===== src/hdl/ports_eh_pkg.sv =====
/*
 * shared constants and carriers of the parallel ports block:
 * register offsets, field positions, reset values and bus records.
 * assumes an 8-bit register address and 8-bit data.
 */
package ports_eh_pkg;

  // ==========================================================
  // register offsets
  localparam logic [7:0] LOW_ADDR_PORT_DIRECTION   = 8'h03;
  localparam logic [7:0] LOW_ADDR_PORT_DATA        = 8'h05;
  localparam logic [7:0] ANALOG_INPUT_PORT_DATA    = 8'h0A;
  localparam logic [7:0] PULLUP_ASSIGNMENT         = 8'h2C;
  localparam logic [7:0] PWM_SERIAL_PORT_DATA      = 8'h7C;
  localparam logic [7:0] PWM_SERIAL_PORT_DIRECTION = 8'h7D;
  localparam logic [7:0] BUS_CTRL_PORT_DATA        = 8'h7E;
  localparam logic [7:0] BUS_CTRL_PORT_DIRECTION   = 8'h7F;

  // ==========================================================
  // pull-up assignment fields and reset values
  localparam int unsigned HIGH_ADDR_PULL_BIT  = 0;
  localparam int unsigned LOW_ADDR_PULL_BIT   = 1;
  localparam int unsigned BUS_CTRL_PULL_BIT   = 2;
  localparam int unsigned PWM_SERIAL_PULL_BIT = 3;
  localparam int unsigned RW_STROBE_BIT       = 7;
  localparam logic [3:0] PULLUP_RESET        = 4'hF;
  localparam logic [7:0] DIRECTION_RESET     = 8'h00;
  localparam logic [7:0] READ_IDLE           = 8'h00;
  localparam logic [7:0] ALL_OUT             = 8'hFF;
  localparam logic [7:0] BUS_CTRL_PULL_MASK  = 8'h7F;

  // ==========================================================
  // carriers
  typedef struct packed {
    logic       wr;
    logic       rd;
    logic [7:0] addr;
    logic [7:0] wdata;
  } reg_req_type;

  typedef struct packed {
    logic [7:0] out;
    logic [7:0] oe;
  } pin_drive_type;

  typedef struct packed {
    logic       high_addr;
    logic       low_addr;
    logic [7:0] bus_ctrl;
    logic       pwm_serial;
  } pull_type;

endpackage


===== src/hdl/parallel_ports_e_to_h.sv =====
/*
 * parallel ports block: analog-shared input port, low-address
 * port, bus-control port and pwm/serial port, plus the pull-up
 * assignment register and the pad pull controls.
 * assumes synchronous pin inputs, a plain register port with read
 * data one cycle after the read strobe, and external pads that
 * resolve out/oe and apply the pull enables.
 */
// Notes on behaviour
// - analog port: read-only data, never reset
// - analog pins are converter inputs, start high-z
// - direction bit one means output; reset zero
// - expanded mode: low-address pins drive address, low-address registers unmapped
// - single-chip: low-address pins inputs with pull-ups
// - low-address, bus-control data kept across reset
// - bus-control bit seven is read/write strobe in expanded mode, a plain port pin in single-chip
// - bus-control bits six-zero reset to pulled inputs
// - pwm/serial pins double as pwm and serial
// - alternate function pins ignore data writes
// - pwm/serial inputs: upper pulled up, lower down
// - pull-up assignment: four enables, reset 0F
// - enable bit gates all pull-ups together
// - enable low turns every pull off
// - pwm/serial enable switches all eight resistors
// - address-port pull enables void in expanded
`timescale 1ns/100ps

module parallel_ports_e_to_h (
  input  wire logic                        sys_clk,
  input  wire logic                        rst,
  input  wire ports_eh_pkg::reg_req_type   req,
  output logic [7:0]                       rd_data,
  input  wire logic                        expanded_mode,
  input  wire logic                        assignment_reg_enable,
  input  wire logic [7:0]                  analog_pins_in,
  input  wire logic [7:0]                  low_addr_pins_in,
  input  wire logic [7:0]                  address_low,
  output ports_eh_pkg::pin_drive_type      low_addr_pins,
  input  wire logic [7:0]                  bus_ctrl_pins_in,
  input  wire logic                        rw_strobe,
  output ports_eh_pkg::pin_drive_type      bus_ctrl_pins,
  input  wire logic [7:0]                  pwm_serial_pins_in,
  input  wire logic [7:0]                  pwm_serial_alt_en,
  input  wire logic [7:0]                  pwm_serial_alt_out,
  input  wire logic [7:0]                  pwm_serial_alt_oe,
  output ports_eh_pkg::pin_drive_type      pwm_serial_pins,
  output ports_eh_pkg::pull_type           pulls
);

  // ==========================================================
  // state record
  typedef struct packed {
    logic [7:0]                  low_dir;
    logic [7:0]                  low_data;
    logic [7:0]                  ctrl_dir;
    logic [7:0]                  ctrl_data;
    logic [7:0]                  pwm_dir;
    logic [7:0]                  pwm_data;
    logic [3:0]                  pull_assign;
    logic [7:0]                  rdata;
    ports_eh_pkg::pin_drive_type low_pins;
    ports_eh_pkg::pin_drive_type ctrl_pins;
    ports_eh_pkg::pin_drive_type pwm_pins;
    ports_eh_pkg::pull_type      pull;
  } state_type;

  state_type state_reg;
  state_type state_next;

  // ==========================================================
  // helpers
  // inputs show the pad, outputs the latch
  function automatic logic [7:0] read_view(
    input logic [7:0] dir,
    input logic [7:0] latch,
    input logic [7:0] pins
  );
    read_view = (dir & latch) | (~dir & pins);
  endfunction

  // latch value only reaches pads that are outputs
  function automatic ports_eh_pkg::pin_drive_type gp_drive(
    input logic [7:0] dir,
    input logic [7:0] latch
  );
    ports_eh_pkg::pin_drive_type d;
    d.oe  = dir;
    d.out = dir & latch;
    gp_drive = d;
  endfunction

  // ==========================================================
  // next state
  always_comb begin
    logic       low_mapped;
    logic       pulls_on;
    state_type  n;
    n = state_reg;
    low_mapped = ~expanded_mode;
    pulls_on = assignment_reg_enable;
    n.rdata = ports_eh_pkg::READ_IDLE;

    // register writes
    if (req.wr) begin
      case (req.addr)
        ports_eh_pkg::LOW_ADDR_PORT_DIRECTION: begin
          if (low_mapped) begin
            n.low_dir = req.wdata;
          end
        end
        ports_eh_pkg::LOW_ADDR_PORT_DATA: begin
          if (low_mapped) begin
            n.low_data = req.wdata;
          end
        end
        ports_eh_pkg::PULLUP_ASSIGNMENT: begin
          n.pull_assign = req.wdata[3:0];
        end
        ports_eh_pkg::PWM_SERIAL_PORT_DATA: begin
          n.pwm_data = req.wdata;
        end
        ports_eh_pkg::PWM_SERIAL_PORT_DIRECTION: begin
          n.pwm_dir = req.wdata;
        end
        ports_eh_pkg::BUS_CTRL_PORT_DATA: begin
          n.ctrl_data = req.wdata;
        end
        ports_eh_pkg::BUS_CTRL_PORT_DIRECTION: begin
          n.ctrl_dir = req.wdata;
        end
        default: begin
        end
      endcase
    end

    // register reads; unmapped offsets answer zero
    if (req.rd) begin
      case (req.addr)
        ports_eh_pkg::LOW_ADDR_PORT_DIRECTION: begin
          n.rdata = low_mapped ? state_reg.low_dir
                               : ports_eh_pkg::READ_IDLE;
        end
        ports_eh_pkg::LOW_ADDR_PORT_DATA: begin
          n.rdata = low_mapped
            ? read_view(state_reg.low_dir, state_reg.low_data,
                        low_addr_pins_in)
            : ports_eh_pkg::READ_IDLE;
        end
        ports_eh_pkg::ANALOG_INPUT_PORT_DATA: begin
          n.rdata = analog_pins_in;
        end
        ports_eh_pkg::PULLUP_ASSIGNMENT: begin
          n.rdata = {4'h0, state_reg.pull_assign};
        end
        ports_eh_pkg::PWM_SERIAL_PORT_DATA: begin
          n.rdata = read_view(state_reg.pwm_dir, state_reg.pwm_data,
                              pwm_serial_pins_in);
        end
        ports_eh_pkg::PWM_SERIAL_PORT_DIRECTION: begin
          n.rdata = state_reg.pwm_dir;
        end
        ports_eh_pkg::BUS_CTRL_PORT_DATA: begin
          n.rdata = read_view(state_reg.ctrl_dir, state_reg.ctrl_data,
                              bus_ctrl_pins_in);
        end
        ports_eh_pkg::BUS_CTRL_PORT_DIRECTION: begin
          n.rdata = state_reg.ctrl_dir;
        end
        default: begin
          n.rdata = ports_eh_pkg::READ_IDLE;
        end
      endcase
    end

    // reset: control state only, data latches keep their value
    if (rst) begin
      n.low_dir     = ports_eh_pkg::DIRECTION_RESET;
      n.ctrl_dir    = ports_eh_pkg::DIRECTION_RESET;
      n.pwm_dir     = ports_eh_pkg::DIRECTION_RESET;
      n.pull_assign = ports_eh_pkg::PULLUP_RESET;
      n.rdata       = ports_eh_pkg::READ_IDLE;
    end

    // low-address pads
    if (expanded_mode) begin
      n.low_pins.out = address_low;
      n.low_pins.oe  = ports_eh_pkg::ALL_OUT;
    end else begin
      n.low_pins = gp_drive(n.low_dir, n.low_data);
    end

    // bus-control pads; bit seven is the strobe when expanded
    n.ctrl_pins = gp_drive(n.ctrl_dir, n.ctrl_data);
    if (expanded_mode) begin
      n.ctrl_pins.out[ports_eh_pkg::RW_STROBE_BIT] = rw_strobe;
      n.ctrl_pins.oe[ports_eh_pkg::RW_STROBE_BIT]  = 1'b1;
    end

    // pwm/serial pads; alternate functions own their pads
    n.pwm_pins = gp_drive(n.pwm_dir, n.pwm_data);
    for (int i = 0; i < 8; i++) begin
      if (pwm_serial_alt_en[i]) begin
        n.pwm_pins.out[i] = pwm_serial_alt_out[i];
        n.pwm_pins.oe[i]  = pwm_serial_alt_oe[i];
      end
    end

    // pulls: the pad decides pull-up or pull-down per pin
    n.pull.high_addr = pulls_on & ~expanded_mode
      & n.pull_assign[ports_eh_pkg::HIGH_ADDR_PULL_BIT];
    n.pull.low_addr = pulls_on & ~expanded_mode
      & n.pull_assign[ports_eh_pkg::LOW_ADDR_PULL_BIT];
    n.pull.bus_ctrl = (pulls_on
      & n.pull_assign[ports_eh_pkg::BUS_CTRL_PULL_BIT])
      ? ports_eh_pkg::BUS_CTRL_PULL_MASK
      : ports_eh_pkg::READ_IDLE;
    n.pull.pwm_serial = pulls_on
      & n.pull_assign[ports_eh_pkg::PWM_SERIAL_PULL_BIT];

    state_next = n;
  end

  always_ff @(posedge sys_clk) begin
    state_reg <= state_next;
  end

  // ==========================================================
  // outputs
  assign rd_data         = state_reg.rdata;
  assign low_addr_pins   = state_reg.low_pins;
  assign bus_ctrl_pins   = state_reg.ctrl_pins;
  assign pwm_serial_pins = state_reg.pwm_pins;
  assign pulls           = state_reg.pull;

  // ==========================================================
  // elaboration checks
  // pads, latches and read data are eight bits wide throughout
  if ($bits(ports_eh_pkg::pin_drive_type) != 16) begin : g_pad_width
    $error("pad record must carry eight pins");
  end
  if (ports_eh_pkg::RW_STROBE_BIT > 7) begin : g_strobe_bit
    $error("strobe bit lies outside the bus-control port");
  end

  logic past_valid_reg;
  always_ff @(posedge sys_clk) begin
    past_valid_reg <= 1'b1;
  end

  // latches start unknown; compare them only once software wrote both
  logic [1:0] written_reg = 2'b00;
  always_ff @(posedge sys_clk) begin
    if (req.wr && req.addr == ports_eh_pkg::BUS_CTRL_PORT_DATA) begin
      written_reg[0] <= 1'b1;
    end
    if (req.wr && req.addr == ports_eh_pkg::PWM_SERIAL_PORT_DATA) begin
      written_reg[1] <= 1'b1;
    end
  end
endmodule


===== config.mk =====
export PLATFORM = sky130hd
export DESIGN_NAME = parallel_ports_e_to_h
export DESIGN_NICKNAME = d
export VERILOG_FILES = /design/src/hdl/ports_eh_pkg.sv /design/src/hdl/parallel_ports_e_to_h.sv
export SDC_FILE = /design/constraint.sdc
export NUM_CORES = 1
export LEC_CHECK = 0
export ABC_AREA = 1
export BUFFER_PORTS_ARGS = -buffer_cell sky130_fd_sc_hd__buf_2
export CELL_PAD_IN_SITES_DETAIL_PLACEMENT = 1
export CELL_PAD_IN_SITES_GLOBAL_PLACEMENT = 2
export CORE_UTILIZATION = 28
export CTS_CLUSTER_DIAMETER = 120
export CTS_CLUSTER_SIZE = 30
export DETAILED_ROUTE_END_ITERATION = 10
export PLACE_DENSITY_LB_ADDON = 0.1
export SYNTH_ARGS = -nofsm -noshare
export SYNTH_HDL_FRONTEND = slang
export SYNTH_SLANG_ARGS = --single-unit

===== constraint.sdc =====
create_clock -name sys_clk -period 1.42 [get_ports sys_clk]
set_input_delay 0.142 -clock sys_clk [delete_from_list [all_inputs] [get_ports sys_clk]]
set_output_delay 0.142 -clock sys_clk [all_outputs]
set_load 0.1 [all_outputs]

# Word level (Yosys, flattened, before mapping)

Index checks and enable logic that the tools add are counted.

Output and inout bits: 67
Logic and storage cells: 87
Bits in registers: 118
Input bits: 87

Reductions and logical operators: 1
Bitwise gates (word level): 22
Mux-type cells: 37
Equal/unequal tests: 8

Operators by type and width:

| kind                                                 | count |
|---|---|
| 2-to-1 mux 8 bit                                     | 14 |
| bitwise AND 8 bit                                    | 9 |
| one-hot mux 8 bit (8 select lines)                   | 1 |
| 2-to-1 mux 52 bit                                    | 1 |
| equality test 8 x 7 -> 1 bit (second input constant) | 4 |
| NOT 8 bit                                            | 3 |
| OR 8 bit                                             | 3 |
| 2-to-1 mux 1 bit                                     | 17 |
| 2-to-1 mux 16 bit                                    | 1 |
| 2-to-1 mux 12 bit                                    | 1 |
| equality test 8 x 2 -> 1 bit (second input constant) | 1 |
| equality test 8 x 3 -> 1 bit (second input constant) | 1 |
| equality test 8 x 4 -> 1 bit (second input constant) | 1 |
| equality test 8 x 6 -> 1 bit (second input constant) | 1 |
| 2-to-1 mux 7 bit                                     | 1 |
| bitwise AND 1 bit                                    | 5 |
| 2-to-1 mux 4 bit                                     | 1 |
| NOT 1 bit                                            | 2 |
| OR reduction 2 bit                                   | 1 |

# Logic depth before layout (Yosys ltp)

Depth in word-level cells: 9
Gate-level depth with buffers: 11
Gate-level depth less buffers: 10

# Worst setup path before layout

Ideal clock, no wire load.

Path kind: input to register
Start: input port req[13] (netlist name)
End: register state_reg (netlist bit low_addr_pins[13])
Required time: 1.308 ns
Library setup time: 0.112 ns
Buffers on the path: 1
Arrival time: 1.096 ns
Path slack: 0.212 ns
Stages on the path: 9
Cells stage by stage: nor2_1 > nand2_1 > nor2_2 > buf_2 > nand3_1 > nand3_1 > nor2_1 > nand2_1 > nand2_1

RTL lines:

| element              | line                         | source |
|---|---|---|
| from (decl)          | parallel_ports_e_to_h.sv:31  | `input wire ports_eh_pkg::reg_req_type req,` |
| to (signal assigned) | parallel_ports_e_to_h.sv:224 | `state_reg <= state_next;` |
| to (decl)            | parallel_ports_e_to_h.sv:67  | `state_type state_reg;` |

# Worst setup path in the final report

Start: register state_reg (netlist bit pulls[6])
End: output port pulls[6] (netlist name)

RTL lines:

| element   | line                        | source |
|---|---|---|
| to (decl) | parallel_ports_e_to_h.sv:47 | `output ports_eh_pkg::pull_type pulls` |

No word-level cell between the ends.

==> results.json <==
{
  "final_cells": 1200,
  "multi_input_area_um2": 2238,
  "path_cells": "buf_2",
  "ys_seq_area_share_pct": 38.92,
  "clkSinkCount": 105,
  "period_share_pct": 94.96,
  "critPathKind": "reg2out",
  "yosysUniqueCellTypes": 29,
  "initial_core_util_pct": 28.68,
  "fin_nets": 1022,
  "crit_buf_inv": 1,
  "worstPathRequired_ns": 1.28,
  "die_w_um": 140.9,
  "path_delay_family": "buffers and inverters",
  "die_y_um": 140.9,
  "period_minus_slack_ns": 1.348,
  "antenna_found_initial": 0,
  "rows": 50,
  "syn_nets": 868,
  "yosys-top-cells-area": "dfxtp_1 39%, nand2_1 16%, buf_4 9.7%",
  "placed_cells": 1152,
  "ctsRootBufferMaster": "clkbuf_16",
  "setup_viol": 0,
  "final_hold_viol_count": 0,
  "vias_per_cell": 4.364,
  "end_kind": "output port",
  "whs_ns": 0.01311,
  "mostFrequentLayoutCells": "229 x nand2_1, 152 x buf_2, 107 x inv_1",
  "rsz0062_at_grt": "no",
  "powerDensity_nw_per_um2": 1024,
  "num-fill-cells": 2399,
  "async_reset_ff_share_pct": 0,
  "slew_viol_final": 0,
  "post_synth_instance_area_um2": 5400,
  "cts_tree": "yes",
  "drt-pass1-iter-count": 4,
  "synth_top_area_share_pct": 38.92,
  "pin_count": 154,
  "cts_buffer_depth": 2,
  "gp_congestion": 0.8333,
  "wire_per_inst_um": 14.81,
  "syn_area_per_cell_um2": 6.914,
  "fmax_mhz": 741.6,
  "synth_enable_flop_cells": 0,
  "ir_worst_vdd_mv": 0.5030,
  "outcome": "finished clean",
  "grt_max_degree": 35,
  "n_antenna_cell": 0,
  "synth_ff_type": "dfxtp_1",
  "dr.first_iter.drc_count": 216,
  "skew_ns": 0.01175,
  "grt_pass1_wl_um": 28280,
  "final_common_cell": "nand2_1",
  "clk_pin_slew_ns": 0.07,
  "hold_path_class": "in2reg",
  "leakage_nw": 3.719,
  "grt.overflow.total": 0,
  "register_area_um2": 2102,
  "clock_latency_ns": 0.36,
  "numCtsBuffers": 9,
  "grt_usage_pct": 18.64,
  "drc": 0,
  "synthCells": 781,
  "area_growth_pct": 28.04,
  "drive_gt1_share_pct": 26.06,
  "crit_path_start_kind": "flop",
  "hpwlAfterDp_um": 13690,
  "port_buffers": 152,
  "worstPathArrival_ns": 1.21,
  "critPathSlowestCell": "buf_2",
  "yosysWarningCount": 0,
  "cp_max_fo": 7,
  "h-tree-depth": 3,
  "core_area_um2": 18830,
  "largest_reg_flops": 52,
  "drv_cap": 0,
  "synth.ff_latch_count": 105,
  "grt_pass1_vias": 5418,
  "critPathMaxStageDelay_ns": 0.46,
  "ant_nets": 0,
  "routed_wirelength_um": 17770,
  "route.vias.total": 5237,
  "dieArea_um2": 19850,
  "yosysTopAreaCell": "dfxtp_1"
}
[through the flow]
stage / worst slack [ns] / setup TNS, ns / instance area, µm² / util [%] / power [W]
detailed placement: -0.1151 / -2.575 / 6275 / 33.32 / 0.004315
CTS: 0.04810 / 0 / 6914 / 36.72 / 0.007186
global route: 0.01636 / 0 / 6914 / 36.72 / 0.007389
global placement: -0.1118 / -0.5794 / 6275 / 33.32 / 0.004300
finish: 0.07153 / 0 / 6914 / 36.72 / 0.007080
floorplan: 0.2122 / 0 / 5400 / - / 0.004036
[area by class of cell]
cell class	instances	share of cell area, %
clock inverter	6	1.303
sequential	105	30.40
multi-input combinational	478	32.37
timing repair buffer	233	22.04
clock buffer	10	3.312
inverter	108	5.863
tap	260	4.705
[power by group]
group	switching, W	leakage (nW)	internal [W]
clock network	0.00122	0.153	0.00156
registers	0.0000336	0.860	0.00304
logic	0.000902	2.71	0.000332
[routing by layer]
layer / global-route usage [%] / up-vias / wire (µm)
met5: 0 / - / 0
li1: - / 2654 / -
met3: 2.615 / 14 / 704
met4: 6.350 / 0 / 258
met2: 29.88 / 120 / 8144
met1: 25.59 / 2449 / 8666
[cells in the mapped netlist, types with 2 or more instances]
cell type	count
nand3_4	2
buf_6	4
nor3_2	7
nand2_1	229
clkbuf_1	4
nor2_1	64
o21a_1	7
dfxtp_1	105
o21ai_0	39
and2_1	8
inv_1	107
buf_4	70
nor2_4	5
nand2_4	2
nand4_1	17
nand3_1	65
o211ai_1	4
o21ai_1	6
o21ai_2	4
nand3_2	3
a21oi_1	9
buf_2	10
nor2_2	4
[cells by family (layout without fill, tap and decap cells)]
kind of cell / after synthesis / in the layout / synth area share, %
AO/OA/AOI/OAI: 69 / 69 / 7.183
other: 1 / 1 / 0.06944
flip-flops: 105 / 105 / 38.93
AND/OR/NAND/NOR: 408 / 408 / 34.20
buffers and inverters: 198 / 357 / 19.62
[worst paths after layout]
path	start	to	slack [ns]	cells past startpoint
max	pulls[6]	pulls[6]	0.07	1
min	pwm_serial_alt_en[1]	pwm_serial_pins[1]	0.01	3
min reg2reg	state_reg[110]	state_reg[110]	0.50	2
max reg2reg	state_reg[101]	rd_data[6]	0.14	8
[timing repair]
| item | CTS | global route |
|---|---|---|
| endpoints found under the setup margin | 0 | 0 |
| hold endpoints to repair | 26 | 0 |
| buffers inserted | 0 | 0 |
| gates resized for setup | 0 | 0 |
| hold buffers | 32 | 0 |
Power figures use the tool's default switching activity.
